`src/rtc_consts.svh`:
```
// Constants for the backup-domain real-time counter block.
`ifndef RTC_CONSTS_SVH
`define RTC_CONSTS_SVH
`define RTC_PRESC_W      20
`define RTC_PRESC_RST    20'h07FFF
`define RTC_CNT_W        32
`define RTC_BKP_N        10
`define RTC_BKP_IDX_W    4
`define RTC_BKP_W        16
`define RTC_HSE_DIV      8'h7F
`define RTC_CAL_DIV      5'h1F
`define RTC_SYNC_W       3
`endif

```
`src/rtc_pkg.sv`:
```
// Types shared by the real-time counter block.
package rtc_pkg;
  typedef enum logic [1:0] {
    SRC_LSE,
    SRC_LSI,
    SRC_HSE_DIV
  } clk_src_t;
endpackage

```
`src/bkp_if.sv`:
```
// Interface between the counter block and its backup storage.
`timescale 1ns/1ps
`include "rtc_consts.svh"
interface bkp_if;
  logic                      wr_en;
  logic [`RTC_BKP_IDX_W-1:0] addr;
  logic [`RTC_BKP_W-1:0]     wdata;
  logic [`RTC_BKP_W-1:0]     rdata;
  modport ctrl (output wr_en, output addr, output wdata, input rdata);
  modport mem  (input wr_en, input addr, input wdata, output rdata);
endinterface

```
`src/rtc_backup_domain.sv`:
```
// Backup-domain real-time counter with prescaler, alarm and storage.
// Operation
// - Ten 16-bit backup words kept without main supply.
// - Run from backup supply when main absent.
// - Counters run continuously without software.
// - Separate alarm and periodic interrupt requests.
// - Clock source: LSE, LSI or HSE/128.
// - Drive 512 Hz calibration output pin.
// - 32-bit software-loadable main counter.
// - Alarm when counter reaches compare value.
// - 20-bit prescaler, default one tick per second.
`timescale 1ns/1ps
`include "rtc_consts.svh"
module rtc_backup_domain (
  input  wire logic                      clk,
  input  wire logic                      rst_n,
  input  wire logic                      main_supply_ok,
  input  wire logic                      backup_supply_pin_ok,
  input  wire rtc_pkg::clk_src_t         clk_src,
  input  wire logic                      lse_in,
  input  wire logic                      lsi_in,
  input  wire logic                      hse_in,
  input  wire logic                      presc_load,
  input  wire logic [`RTC_PRESC_W-1:0]   presc_reload,
  input  wire logic                      cnt_load,
  input  wire logic [`RTC_CNT_W-1:0]     cnt_value,
  input  wire logic                      cmp_load,
  input  wire logic [`RTC_CNT_W-1:0]     cmp_value,
  input  wire logic                      sec_irq_en,
  input  wire logic                      alarm_irq_en,
  input  wire logic                      sec_clear,
  input  wire logic                      alarm_clear,
  input  wire logic                      cal_out_en,
  input  wire logic                      bkp_wr,
  input  wire logic [`RTC_BKP_IDX_W-1:0] bkp_addr,
  input  wire logic [`RTC_BKP_W-1:0]     bkp_wdata,
  output logic [`RTC_BKP_W-1:0]          bkp_rdata,
  output logic [`RTC_CNT_W-1:0]          cnt_q,
  output logic                           sec_flag_q,
  output logic                           alarm_flag_q,
  output logic                           sec_irq,
  output logic                           alarm_irq,
  output logic                           cal_out_q,
  output logic                           powered
);
  import rtc_pkg::*;

  logic [`RTC_SYNC_W-1:0]   lse_s_q;
  logic [`RTC_SYNC_W-1:0]   lsi_s_q;
  logic [`RTC_SYNC_W-1:0]   hse_s_q;
  logic                     lse_st_q;
  logic                     lsi_st_q;
  logic                     hse_st_q;
  logic                     lse_rise;
  logic                     lsi_rise;
  logic                     hse_rise;
  logic [6:0]               hse_div_q;
  logic                     hse_tick;
  logic                     src_tick;
  logic [`RTC_PRESC_W-1:0]  reload_q;
  logic [`RTC_PRESC_W-1:0]  presc_q;
  logic                     tc_tick;
  logic [`RTC_CNT_W-1:0]    cmp_q;
  logic [4:0]               cal_div_q;
  logic                     alarm_hit;

  // -----------------------------------------------------------------
  // Power switch.
  // -----------------------------------------------------------------
  assign powered = main_supply_ok | backup_supply_pin_ok;

  // -----------------------------------------------------------------
  // Clock source synchronisers and selection.
  // -----------------------------------------------------------------
  always_ff @(posedge clk or negedge rst_n) begin
    if (!rst_n) begin
      lse_s_q <= '0;
      lsi_s_q <= '0;
      hse_s_q <= '0;
    end else begin
      lse_s_q <= {lse_s_q[1:0], lse_in};
      lsi_s_q <= {lsi_s_q[1:0], lsi_in};
      hse_s_q <= {hse_s_q[1:0], hse_in};
    end
  end

  // A change counts once the second and third stages agree.
  always_ff @(posedge clk or negedge rst_n) begin
    if (!rst_n) begin
      lse_st_q <= 1'b0;
      lsi_st_q <= 1'b0;
      hse_st_q <= 1'b0;
    end else begin
      if (lse_s_q[1] == lse_s_q[2]) lse_st_q <= lse_s_q[2];
      if (lsi_s_q[1] == lsi_s_q[2]) lsi_st_q <= lsi_s_q[2];
      if (hse_s_q[1] == hse_s_q[2]) hse_st_q <= hse_s_q[2];
    end
  end

  assign lse_rise = (lse_s_q[1] == lse_s_q[2]) && lse_s_q[2] && !lse_st_q;
  assign lsi_rise = (lsi_s_q[1] == lsi_s_q[2]) && lsi_s_q[2] && !lsi_st_q;
  assign hse_rise = (hse_s_q[1] == hse_s_q[2]) && hse_s_q[2] && !hse_st_q;

  always_ff @(posedge clk or negedge rst_n) begin
    if (!rst_n) begin
      hse_div_q <= '0;
    end else if (hse_rise) begin
      hse_div_q <= (hse_div_q == 7'(`RTC_HSE_DIV)) ? '0 : hse_div_q + 7'h01;
    end
  end

  assign hse_tick = hse_rise && (hse_div_q == 7'(`RTC_HSE_DIV));

  always_comb begin
    case (clk_src)
      SRC_LSE:     src_tick = lse_rise;
      SRC_LSI:     src_tick = lsi_rise;
      SRC_HSE_DIV: src_tick = hse_tick;
      default:     src_tick = 1'b0;
    endcase
  end

  // -----------------------------------------------------------------
  // Prescaler.
  // -----------------------------------------------------------------
  always_ff @(posedge clk or negedge rst_n) begin
    if (!rst_n) begin
      reload_q <= `RTC_PRESC_RST;
    end else if (presc_load) begin
      reload_q <= presc_reload;
    end
  end

  assign tc_tick = src_tick && (presc_q == '0) && powered;

  always_ff @(posedge clk or negedge rst_n) begin
    if (!rst_n) begin
      presc_q <= `RTC_PRESC_RST;
    end else if (presc_load) begin
      presc_q <= presc_reload;
    end else if (src_tick && powered) begin
      presc_q <= (presc_q == '0) ? reload_q : presc_q - `RTC_PRESC_W'(1);
    end
  end

  // -----------------------------------------------------------------
  // Main counter and alarm.
  // -----------------------------------------------------------------
  always_ff @(posedge clk or negedge rst_n) begin
    if (!rst_n) begin
      cnt_q <= '0;
    end else if (cnt_load) begin
      cnt_q <= cnt_value;
    end else if (tc_tick) begin
      cnt_q <= cnt_q + `RTC_CNT_W'(1);
    end
  end

  always_ff @(posedge clk or negedge rst_n) begin
    if (!rst_n) begin
      cmp_q <= '1;
    end else if (cmp_load) begin
      cmp_q <= cmp_value;
    end
  end

  assign alarm_hit = tc_tick && !cnt_load && ((cnt_q + `RTC_CNT_W'(1)) == cmp_q);

  // Set wins over a clear in the same cycle.
  always_ff @(posedge clk or negedge rst_n) begin
    if (!rst_n) begin
      alarm_flag_q <= 1'b0;
    end else if (alarm_hit) begin
      alarm_flag_q <= 1'b1;
    end else if (alarm_clear) begin
      alarm_flag_q <= 1'b0;
    end
  end

  always_ff @(posedge clk or negedge rst_n) begin
    if (!rst_n) begin
      sec_flag_q <= 1'b0;
    end else if (tc_tick) begin
      sec_flag_q <= 1'b1;
    end else if (sec_clear) begin
      sec_flag_q <= 1'b0;
    end
  end

  assign sec_irq   = sec_flag_q & sec_irq_en;
  assign alarm_irq = alarm_flag_q & alarm_irq_en;

  // -----------------------------------------------------------------
  // Calibration output: toggles every 32 source rises, a 64-rise period.
  // -----------------------------------------------------------------
  always_ff @(posedge clk or negedge rst_n) begin
    if (!rst_n) begin
      cal_div_q <= '0;
      cal_out_q <= 1'b0;
    end else if (!cal_out_en) begin
      cal_div_q <= '0;
      cal_out_q <= 1'b0;
    end else if (src_tick) begin
      cal_div_q <= cal_div_q + 5'h01;
      if (cal_div_q == `RTC_CAL_DIV) cal_out_q <= ~cal_out_q;
    end
  end

  // -----------------------------------------------------------------
  // Backup storage.
  // -----------------------------------------------------------------
  bkp_if bkp ();

  assign bkp.wr_en = bkp_wr && powered;
  assign bkp.addr  = bkp_addr;
  assign bkp.wdata = bkp_wdata;
  assign bkp_rdata = bkp.rdata;

  bkp_mem u_mem (
    .clk   (clk),
    .rst_n (rst_n),
    .bus   (bkp.mem)
  );

  // -----------------------------------------------------------------
  // Checks.
  // -----------------------------------------------------------------
  a_cnt_tick_inc: assert property (@(posedge clk) disable iff (!rst_n)
    tc_tick && !cnt_load |=> cnt_q == $past(cnt_q) + `RTC_CNT_W'(1))
    else $error("Counter did not advance on tick.");
  a_cnt_load_val: assert property (@(posedge clk) disable iff (!rst_n)
    cnt_load |=> cnt_q == $past(cnt_value))
    else $error("Counter load lost.");
  a_cnt_hold: assert property (@(posedge clk) disable iff (!rst_n)
    !tc_tick && !cnt_load |=> $stable(cnt_q))
    else $error("Counter moved without tick.");
  a_alarm_set: assert property (@(posedge clk) disable iff (!rst_n)
    alarm_hit |=> alarm_flag_q && cnt_q == $past(cmp_q))
    else $error("Alarm not raised at match.");
  a_sec_sticky: assert property (@(posedge clk) disable iff (!rst_n)
    sec_flag_q && !sec_clear |=> sec_flag_q)
    else $error("Periodic flag dropped without clear.");
  a_sec_set: assert property (@(posedge clk) disable iff (!rst_n)
    tc_tick ##1 sec_irq_en |-> sec_irq)
    else $error("Periodic request missing.");
  a_presc_wrap: assert property (@(posedge clk) disable iff (!rst_n)
    tc_tick && !presc_load |=> presc_q == reload_q)
    else $error("Prescaler did not reload.");
  a_hse_div: assert property (@(posedge clk) disable iff (!rst_n)
    hse_tick |=> hse_div_q == 7'h00)
    else $error("High-speed divider wrap wrong.");
  a_bkp_gate: assert property (@(posedge clk) disable iff (!rst_n)
    !powered |-> !bkp.wr_en)
    else $error("Backup write without supply.");
endmodule

```
`src/bkp_mem.sv`:
```
// Ten-word backup storage with registered read data.
`timescale 1ns/1ps
`include "rtc_consts.svh"
module bkp_mem (
  input wire logic clk,
  input wire logic rst_n,
  bkp_if.mem       bus
);
  logic [`RTC_BKP_W-1:0] mem_q [`RTC_BKP_N];

  // -----------------------------------------------------------------
  // Storage.
  // -----------------------------------------------------------------
  always_ff @(posedge clk or negedge rst_n) begin
    if (!rst_n) begin
      for (int i = 0; i < `RTC_BKP_N; i++) begin
        mem_q[i] <= '0;
      end
    end else if (bus.wr_en && bus.addr < `RTC_BKP_IDX_W'(`RTC_BKP_N)) begin
      mem_q[bus.addr] <= bus.wdata;
    end
  end

  always_ff @(posedge clk or negedge rst_n) begin
    if (!rst_n) begin
      bus.rdata <= '0;
    end else if (bus.addr < `RTC_BKP_IDX_W'(`RTC_BKP_N)) begin
      bus.rdata <= mem_q[bus.addr];
    end else begin
      bus.rdata <= '0;
    end
  end
endmodule

```
`config.mk`:
```
export PLATFORM = sky130hd
export DESIGN_NAME = rtc_backup_domain
export DESIGN_NICKNAME = d
export VERILOG_FILES = /design/src/rtc_pkg.sv /design/src/bkp_if.sv /design/src/rtc_backup_domain.sv /design/src/bkp_mem.sv
export VERILOG_INCLUDE_DIRS = /design/src /design/src/src
export SDC_FILE = /design/constraint.sdc
export NUM_CORES = 1
export LEC_CHECK = 0
export BUFFER_PORTS_ARGS = -buffer_cell sky130_fd_sc_hd__buf_2
export CELL_PAD_IN_SITES_DETAIL_PLACEMENT = 1
export CELL_PAD_IN_SITES_GLOBAL_PLACEMENT = 2
export CORE_ASPECT_RATIO = 0.8
export CORE_MARGIN = 2
export CORE_UTILIZATION = 40
export CTS_CLUSTER_SIZE = 20
export DETAILED_ROUTE_END_ITERATION = 10
export PLACE_DENSITY = 0.83
export SLEW_MARGIN = 20
export SYNTH_ARGS = -nofsm -noshare
export SYNTH_HDL_FRONTEND = slang
export SYNTH_HIERARCHICAL = 1
export SYNTH_SLANG_ARGS = --single-unit
```
`constraint.sdc`:
```
create_clock -name clk -period 3.28 [get_ports clk]
set_input_delay 0.328 -clock clk [delete_from_list [all_inputs] [get_ports clk]]
set_output_delay 0.328 -clock clk [all_outputs]
set_load 0.05 [all_outputs]
```
### After elaboration in Yosys (flattened, before gate mapping)

Index checks and enable logic that the tools add are counted.

* memories kept: 0
* bits of input ports: 122
* memory bits (writable): 0
* bits in read-only memories: 0
* register bits after elaboration: 307
* bits in latches: 0

* bitwise gates (word level): 5
* mux-type cells: 23
* add/sub/neg operators: 4
* shifts and indexed selects: 0
* div/mod/pow operators: 0
* eq/ne operators: 10
* multiply operators: 0
* reduce and logical (&&, ||, !) cells: 26
* order comparisons: 3

Operators with widths (count)
* 160-bit bitwise mux: 1
* 16-bit binary-select mux with 4-bit select: 1
* 16-bit demux with 4-bit select: 1
* 16-bit two-way mux: 4
* 32-bit two-way mux: 2
* 20-bit two-way mux: 3
* 32-bit by 1-bit adder with 32-bit output (second input constant): 1
* 32-bit equality test: 1
* 20-bit zero test: 1
* 20-bit by 1-bit subtractor with 20-bit output (second input constant): 1
* 1-bit logical AND: 15
* 5-bit two-way mux: 2
* 2-bit nonzero test: 4
* 7-bit by 1-bit adder with 7-bit output (second input constant): 1
* 7-bit equality test (second input constant): 1
* 1-bit two-way mux: 7
* 7-bit two-way mux: 1
* 5-bit by 1-bit adder with 5-bit output (second input constant): 1
* 5-bit equality test (second input constant): 1
* 5-bit greater-or-equal comparator (second input constant): 1
* 5-bit by 1-bit < comparator with 1-bit output (second input constant): 1
* 4-bit inverter with 5-bit output: 1
* 1-bit zero test: 4
* 4-bit < comparator (second input constant): 1
* 10 further kinds: 14

### Logic depth before layout (Yosys ltp)

Gate-level depths: netlist of the first run.

* depth in word-level cells: 10
* gate-level depth with buffers: 10

### Modules after synthesis

The synthesis of the first run kept the hierarchy.

Modules (own cells, without submodules)
* bkp_mem: instances 1, sequential area each 4404.2 um^2, area an instance 7828.8 um^2, cells each 499
* rtc_backup_domain: instances 1, sequential area each 3355.7 um^2, area an instance 7290.7 um^2, cells each 774

### Worst setup path before layout of the first run

Ideal clock, no wire load.

* path type: reg-to-reg
* from: register cnt_q[0]
* to: register alarm_flag_q
* period minus slack after synthesis: 3.006 ns
* slack: 0.274 ns
* setup time: 0.083 ns
* arrival: 2.924 ns
* data required time: 3.197 ns
* stages on the path, launching flop included: 9
* path through: dfrtp_1 ha_1 nand4_1 nor4_2 nand3_1 or4_1 a32oi_1 nand4_1 o21ai_0

* word-level cells in the longest chain between the ends: 4

Ends and longest elaborated chain
* from (decl): line rtc_backup_domain.sv:38 `` output logic [`RTC_CNT_W-1:0] cnt_q, ``
* from (signal assigned): line rtc_backup_domain.sv:153 `cnt_q <= cnt_value;`
* from (signal assigned): line rtc_backup_domain.sv:155 `` cnt_q <= cnt_q + `RTC_CNT_W'(1); ``
* 32-bit by 1-bit adder with 32-bit output *: line rtc_backup_domain.sv:167 `` assign alarm_hit = tc_tick && !cnt_load && ((cnt_q + `RTC_CNT_W'(1)) == cmp_q); ``
* 32-bit equality test *: line rtc_backup_domain.sv:167
* 1-bit logical AND *: line rtc_backup_domain.sv:167
* 1-bit two-way mux or 2-bit nonzero test (tied branches)
* to (signal assigned): line rtc_backup_domain.sv:172 `alarm_flag_q <= 1'b0;`
* to (signal assigned): line rtc_backup_domain.sv:174 `alarm_flag_q <= 1'b1;`
* to (signal assigned): line rtc_backup_domain.sv:176 `alarm_flag_q <= 1'b0;`
* to (decl): line rtc_backup_domain.sv:40 `output logic alarm_flag_q,`

Every way passes the cells marked *; elsewhere a longest branch is shown, timed or not.
A chain may end at the register's enable or synchronous reset.

### Worst setup path after layout of the first run

* from: register cnt_q[1]
* to: register alarm_flag_q

The elaborated chain is that of the path after synthesis.

==> impl_metrics.ini, run 1 <==
[outcome]
outcome = complete, no violations

[route]
drt-initial-drc-count = 584
post-route-drc-count = 0
vias = 10700
drtAntennaViolNets = 0
vias_per_cell = 5.44
firstDrtPassIters = 5
wl_per_cell_um = 21.5
routed_wl_mm = 42.2

[job]
drv_cap = 0

[sta]
fmax_mhz = 331
fin_crit_ns = 3.02
skew_ns = 0.0127
tightest_slew_ns = 1.09
worst_slack_ns = 0.262
finalSetupTns_ns = 0
finalSetupViolations = 0
fin_crit_sh_pct = 92.0
slew_viol_final = 0
rsz0062_at_grt = false
hold_viol = 0
max_slew_margin_pct = 27.3

[placement]
dpl_worst_slack_ns = 0.276
gp_congestion = 0.798
placed_area_sq_mm = 0.0166
place_hpwl_mm = 28.2
portBuffers = 175
dp.cells = 1885

[synthesis]
synth-edff-count = 0
synthCells = 1273
ys_warn_count = 6
avgSynthCellArea_sq_um = 11.9
ys_types = 73
synth.cell_area_sq_mm = 0.0151
yosysSeqAreaShare_pct = 51.3
async_flop_share_pct = 100
synth_seq_cells = 307
ys.flop_type = dfrtp_1
synth_fp_nets = 1404

[floorplanning]
core_area_sq_mm = 0.0371
initial_utilization_pct = 40.7
dieArea_sq_mm = 0.0394
ios = 176
dieWidth_um = 221
die_h_um = 178
fp-row-count = 63

[power]
power.density_mw_per_mm2 = 615
p_leak_nw = 7.79
irDropWorstVdd_uv = 403

[finish]
drive_above_1_share_pct = 38.8
regArea_sq_mm = 0.00776
syn_to_final_growth_pct = 18.6
finish.utilization_pct = 48.3
layout_commonest_cell = dfrtp_1
nNetsFinal = 1581
stdcell_count = 1964
multi_input_comb_area_sq_mm = 0.00687
final_cell_area_sq_mm = 0.0179
fillers = 3936
final_cell_mix = dfrtp_1 (245), mux2_2 (181), buf_2 (174)

[global_route]
grt_max_degree = 75
track_usage_pct = 21.6
grt_antenna_before_repair = 1
use_met1_pct = 28.4
grt_overflow = 0
grt.busiest_layer = met2
use_met3_pct = 3.18
grt_pass1_wl_mm = 67.0
grtUsageMet2_pct = 37.7
grt_pass1_vias = 11600

[clocking]
cts_tree = done
clk_pin_slew_ns = 0.06
h-tree-depth = 2
cts_root_buf = clkbuf_16
cts_buffers = 35
cts_max_path_buffers = 3
ctsResizeCount = 0
postCtsSetupBuffers = 0
clkSinkCount = 307
clk_latency_ns = 0.54

[worst_setup_path]
r2r_slack_ns = 0.26
startpoint_type = flop
timing_worst_setup_path_type = reg2reg
crit_arrival_ns = 3.48
crit_required_ns = 3.74
cp-end-kind = flop
path_max_fanout = 8

[min_path]
hold_class = in2reg
power breakdown:
group,internal [mW],switching (mW)
Clock,2.51,1.65
Sequential,4.51,0.446
Combinational,0.938,0.989
Total,7.95,3.08
metrics by stage:
step	hold WS (ns)	total power, mW
after global routing	0.0151	11.5
after global placement	0.339	6.80
after floorplan	0.0324	6.27
final	0.0181	11.0
after CTS	0.000390	11.2
after detailed placement	0.342	6.91
sequential cells by signal (all words and copies together), names as in the netlist, 3 cells and up:
signal	flops
lsi_s_q	3
hse_s_q	3
u_mem/mem_q	160
cmp_q	32
hse_div_q	7
u_mem/bus.rdata	16
presc_q	20
lse_s_q	3
cnt_q	32
cal_div_q	5
reload_q	20
cell families after synthesis:
kind of cell,after synthesis,synth area share [%]
buf+inv,112,3.33
xor+xnor,74,4.29
flops,307,51.3
mux,265,21.1
compound gates,198,8.45
simple gates,308,10.7
fa+ha+maj,9,0.745
final timing paths:
path | start | to | depth (start not counted)
setup reg to reg | cnt_q[1] | alarm_flag_q | 8
hold reg to reg | hse_s_q[0] | hse_s_q[1] | 0
min in group asynchronous | rst_n | cal_out_q | 2
setup / recovery | cnt_q[1] | alarm_flag_q | 8
max in group asynchronous | rst_n | u_mem/mem_q[87] | 3
hold / removal | cnt_value[2] | cnt_q[2] | 3
cell usage after synthesis (11+ instances only):
cell type  instances  share of area (%)
a22oi_1           12               0.60
mux2i_1           35                2.3
nand3_1           18               0.60
xor2_1            28                1.6
nor2_1            58                1.4
buf_2             15               0.50
o21ai_0           79                2.6
dfrtp_1          245                 41
buf_1             26               0.65
nand4_1           19               0.79
inv_1             25               0.62
clkbuf_1          36               0.89
nor4_1            11               0.46
mux4_2            16                2.4
mux2_2           181                 13
dfstp_2           62                 11
mux2_1            13               0.97
a21oi_1           16               0.53
a221o_1           16                1.1
nor3_1            26               0.86
mux2_4            20                2.0
xnor2_1           46                2.7
nand2_1           93                2.3
o22ai_1           26                1.1
and2_1            12               0.50
or3_1             12               0.50
layer usage:
metal	up-vias	wire length [um]
met5	-	13
met4	2	802
met3	56	1420
met2	168	20800
met1	5497	19100
li1	4958	-
repair_timing:
action,in CTS,in global routing
endpoints found under the hold margin,52,0
endpoints found under the setup margin,0,0
hold buffers,15,0
area by class of cell:
cell class | count | area share (%)
flip-flops and latches | 307 | 43.3
multi-input cells | 854 | 38.3
repair buffers | 227 | 7.68
clock buffers | 49 | 5.69
well taps | 487 | 3.40
clock inverters | 14 | 1.14
inverters | 25 | 0.523
diodes | 1 | 0.0140
critical path, cell delays in order, from the launching register on:
cell and delay (ns):
dfrtp_1 0.47, ha_1 0.33, and4_1 0.35, nand4_1 0.40, o21a_1 0.32, or4b_2 0.64, a32oi_1 0.25, nand4_1 0.10
o21ai_0 0.09
Power figures use the tool's default switching activity.
==> run 2: changes to the inputs <==
- clock period: 3.28 -> 2.9 ns (I/O delays scaled with it)
==> impl_metrics.ini, run 2 (synthesis results as in run 1) <==
[outcome]
outcome = complete, no violations

[worst_setup_path]
crit_required_ns = 3.30
path_max_fanout = 5
cp-endpoint = cnt_q[27]
crit_chain = or3_4, or4_4, or3_1, or2_4, or4_4, xor2_1, o21ai_1
reg2reg_from = presc_q[11]
r2r_slack_ns = 0.11
cp_slowest_cell = or4_4
path_common_cell = or4_4
crit_arrival_ns = 3.19
timing_worst_setup_path_type = reg2reg
setup.worst_path.start = presc_q[11]
startpoint_type = flop
regToRegEndpoint = cnt_q[27]
cp-end-kind = flop
rr_worst_depth = 7
cpPeakStageDelay_ns = 0.54

[floorplanning]
initial_utilization_pct = 40.7
fp-row-count = 63
core_area_sq_mm = 0.0371
ios = 176
dieArea_sq_mm = 0.0394
dieWidth_um = 221
die_h_um = 178

[power]
p_int_mw = 9.11
power.net_switching_mw = 3.56
finalPower_mw = 12.7
seq_power_share_pct = 44.1
p_leak_nw = 8.14
clkPwrFrac_pct = 37.9
swShare_pct = 28.1
power_frac_comb_pct = 18.0
irDropWorstVdd_uv = 503
power.density_mw_per_mm2 = 678

[clocking]
clk_pin_slew_ns = 0.06
cts_max_path_buffers = 3
h-tree-depth = 2
cts_root_buf = clkbuf_16
postCtsSetupBuffers = 0
clkSinkCount = 307
cts_buffers = 35
clk_latency_ns = 0.55
cts_tree = done

[global_route]
grt_pass1_wl_mm = 69.3
track_usage_pct = 22.3
grt_pass1_vias = 12100
grt_max_degree = 80
grt_antenna_before_repair = 2
grt_overflow = 0

[route]
vias_per_cell = 5.45
post-route-drc-count = 0
vias = 11100
drtAntennaViolNets = 0
routed_wl_mm = 43.5
firstDrtPassIters = 4
wl_per_cell_um = 21.3
drt-initial-drc-count = 595

[placement]
place_hpwl_mm = 29.5
dpl_worst_slack_ns = 0.102
portBuffers = 175
gp_congestion = 0.810

[job]
drv_cap = 0

[min_path]
hold_class = in2reg

[finish]
final_cell_mix = dfrtp_1 (243), mux2_2 (181), buf_2 (174)
layout_commonest_cell = dfrtp_1
largest_register = u_mem/mem_q
fillers = 3906
syn_to_final_growth_pct = 23.6
drive_above_1_share_pct = 38.5
largest_register_ffs = 160
top_regs = u_mem/mem_q x160, cmp_q x32, cnt_q x32
nNetsFinal = 1656

[sta]
fin_crit_sh_pct = 96.2
max_slew_margin_pct = 45.8
fmax_mhz = 359
finalSetupTns_ns = 0
worst_slack_ns = 0.111
tightest_slew_ns = 0.814
fin_crit_ns = 2.79
hold_viol = 0
finalSetupViolations = 0
skew_ns = 0.0242
rsz0062_at_grt = false
slew_viol_final = 0
[run 2: changes by cell type in the layout (fill, tap and decap cells not counted), sizes merged]
cell,change
dlygate4sd3,+51
bufinv,+2
buf,+24
inv,+3
clkbuf,-4
[run 2: repair_timing]
action / in CTS / in global routing
endpoints found under the setup margin: 0 / 1
hold buffers: 66 / 0
hold endpoints to repair: 118 / 0
gates resized for setup: 0 / 1
[run 2: worst min-delay path by stage]
stage / endpoint / depth (start not counted) / slack [ns] / startpoint
after floorplan: alarm_flag_q / 0 / -0.006 / rst_n
final: reload_q[12] / 3 / 0.02 / presc_reload[12]
after detailed placement: cal_out_q / 1 / 0.33 / rst_n
after CTS: presc_q[17] / 3 / 0.002 / presc_reload[17]
after global routing: presc_q[3] / 3 / 0.01 / presc_reload[3]
after global placement: cal_out_q / 1 / 0.32 / rst_n
[run 2: final cells by class]
class	count	area, sq um	area share (%)
timing repair buffer	302	2100	11.3
antenna	1	2.50	0.0134
inverter	25	93.8	0.502
tap	487	609	3.26
clock buffer	45	943	5.05
clock inverter	19	294	1.57
multi-input combinational	854	6870	36.8
sequential	307	7760	41.5
[run 2: metrics by stage]
| stage | cell area [sq um] | hold WS, ns | util [%] | std cells |
|---|---|---|---|---|
| after CTS | 18700 | 0.00235 | 50.3 | 2039 |
| after global placement | 16800 | 0.320 | 45.2 | 1909 |
| final | 18700 | 0.0166 | 50.3 | 2040 |
| after floorplan | 15100 | -0.00559 | - | 1273 |
| after detailed placement | 16800 | 0.331 | 45.2 | 1909 |
| after global routing | 18700 | 0.0142 | 50.3 | 2039 |
[run 2: critical path: cells and delay by family (launching register included)]
| kind | cells | cell delay [ns] |
|---|---|---|
| AOI/OAI and AO/OA | 1 | 0.07 |
| xor gates and xnor gates | 1 | 0.15 |
| DFF | 1 | 0.39 |
| and+or+nand+nor | 5 | 2.06 |
[run 2: routing by layer]
| layer | global-route usage (%) | vias to the layer above | share of wire [%] |
|---|---|---|---|
| met5 | 0 | - | 0.055 |
| met4 | 6.57 | 4 | 2.4 |
| met3 | 3.10 | 73 | 3.7 |
| met2 | 38.5 | 198 | 49 |
| met1 | 29.3 | 5733 | 45 |
| li1 | - | 5115 | - |
[run 2: power by group through the flow]
| stage | sequential (mW) | clock (mW) | combinational [mW] |
|---|---|---|---|
| 4_1_cts | 5.58 | 4.92 | 2.30 |
| 3_3_place_gp | 5.58 | 0 | 2.14 |
| 3_5_place_dp | 5.65 | 0 | 2.21 |
| 6_report | 5.59 | 4.80 | 2.28 |
| 5_1_grt | 5.69 | 5.08 | 2.48 |
| 2_1_floorplan | 5.77 | 0 | 1.33 |
==> run 3: changes to the inputs <==
- HOLD_SLACK_MARGIN: default -> 0.12
==> impl_metrics.ini, run 3 (synthesis results as in run 1) <==
[sta]
finalSetupViolations = 0
slew_viol_final = 0
max_slew_margin_pct = 45.6
skew_ns = 0.0242
fin_crit_sh_pct = 96.3
rsz0062_at_grt = false
tightest_slew_ns = 0.816
fin_crit_ns = 2.79
hold_viol = 0
fmax_mhz = 358
finalSetupTns_ns = 0

[route]
firstDrtPassIters = 5
drt-initial-drc-count = 617
routed_wl_mm = 44.2
wl_per_cell_um = 21.2
vias_per_cell = 5.46
drtAntennaViolNets = 0
post-route-drc-count = 0
vias = 11400

[finish]
largest_register_ffs = 160
fillers = 3879
layout_commonest_cell = dfrtp_1
largest_register = u_mem/mem_q
syn_to_final_growth_pct = 26.2
final_cell_mix = dfrtp_1 (243), mux2_2 (181), buf_2 (174)
drive_above_1_share_pct = 37.6
top_regs = u_mem/mem_q x160, cmp_q x32, cnt_q x32
nNetsFinal = 1695

[floorplanning]
ios = 176
fp-row-count = 63
dieWidth_um = 221
dieArea_sq_mm = 0.0394
core_area_sq_mm = 0.0371
die_h_um = 178
initial_utilization_pct = 40.7

[placement]
place_hpwl_mm = 29.5
portBuffers = 175
gp_congestion = 0.810

[worst_setup_path]
startpoint_type = flop
r2r_slack_ns = 0.11
crit_arrival_ns = 3.19
rr_worst_depth = 7
path_max_fanout = 5
reg2reg_from = presc_q[11]
cp-end-kind = flop
crit_required_ns = 3.30
timing_worst_setup_path_type = reg2reg
regToRegEndpoint = cnt_q[27]

[clocking]
cts_buffers = 35
clk_pin_slew_ns = 0.06
cts_max_path_buffers = 3
h-tree-depth = 2
cts_tree = done
cts_root_buf = clkbuf_16
clkSinkCount = 307
clk_latency_ns = 0.55

[min_path]
hold_depth = 2
min_to = u_mem/mem_q[146]
hold_class = in2reg
hp-start = bkp_wdata[2]

[global_route]
grt_antenna_before_repair = 1
track_usage_pct = 22.6
grt_max_degree = 80
grt_pass1_vias = 12400
grt_overflow = 0
grt_pass1_wl_mm = 70.4

[outcome]
outcome = complete, no violations

[power]
p_leak_nw = 8.31
irDropWorstVdd_uv = 502
finalPower_mw = 12.7
power.density_mw_per_mm2 = 667

[job]
drv_cap = 0
[run 3: worst max path at each step]
stage	startpoint	to	cells after the start
global route	cnt_q[0]	alarm_flag_q	8
finish	presc_q[11]	cnt_q[27]	7
global placement	presc_q[11]	cnt_q[27]	7
detailed placement	presc_q[11]	cnt_q[27]	7
floorplan	cnt_q[9]	cnt_q[25]	7
CTS	presc_q[11]	cnt_q[27]	7
[run 3: repair_timing]
item | 4_1_cts | 5_1_grt
setup buffers | 0 | 0
setup endpoints to repair | 0 | 1
hold buffers | 105 | 0
resized for setup | 0 | 1
endpoints found under the hold margin | 239 | 0
[run 3: layer usage]
metal	track usage [%]	share of wire [%]	vias to the layer above
met4	7.55	3.0	0
met1	29.8	45	5866
met3	2.98	3.5	82
li1	-	-	5192
met5	0	0	-
met2	38.8	49	219
[run 3: final cells by class]
class / instances / area, sq um / share of cell area (%)
Sequential cell: 307 / 7760 / 40.7
Multi-Input combinational cell: 854 / 6870 / 36.0
Timing Repair Buffer: 341 / 2490 / 13.1
Clock buffer: 45 / 943 / 4.95
Tap cell: 487 / 609 / 3.19
Clock inverter: 19 / 294 / 1.54
Inverter: 25 / 93.8 / 0.492
Antenna cell: 1 / 2.50 / 0.0131
[run 3: per-stage QoR]
step	util (%)	setup WS, ns	instances	instance area, sq um	hold WS (ns)
after global routing	51.4	0.0251	2079	19100	0.139
final	51.4	0.108	2079	19100	0.148
after floorplan	-	0.00278	1273	15100	-0.00559
after global placement	45.2	0.109	1909	16800	0.320
after CTS	51.4	0.0976	2078	19100	0.124
after detailed placement	45.2	0.102	1909	16800	0.331
[run 3: critical path: stages (launching register included)]
cell	delay [ns]
dfstp_2	0.39
or3_4	0.40
or4_4	0.46
or3_1	0.38
or2_4	0.28
or4_4	0.54
xor2_1	0.15
o21ai_1	0.07
[run 3: power breakdown]
| part | internal (mW) | total [mW] | switching (mW) |
|---|---|---|---|
| sequential | 5.10 | 5.59 | 0.492 |
| combinational | 1.16 | 2.33 | 1.17 |
| clock | 2.88 | 4.80 | 1.91 |
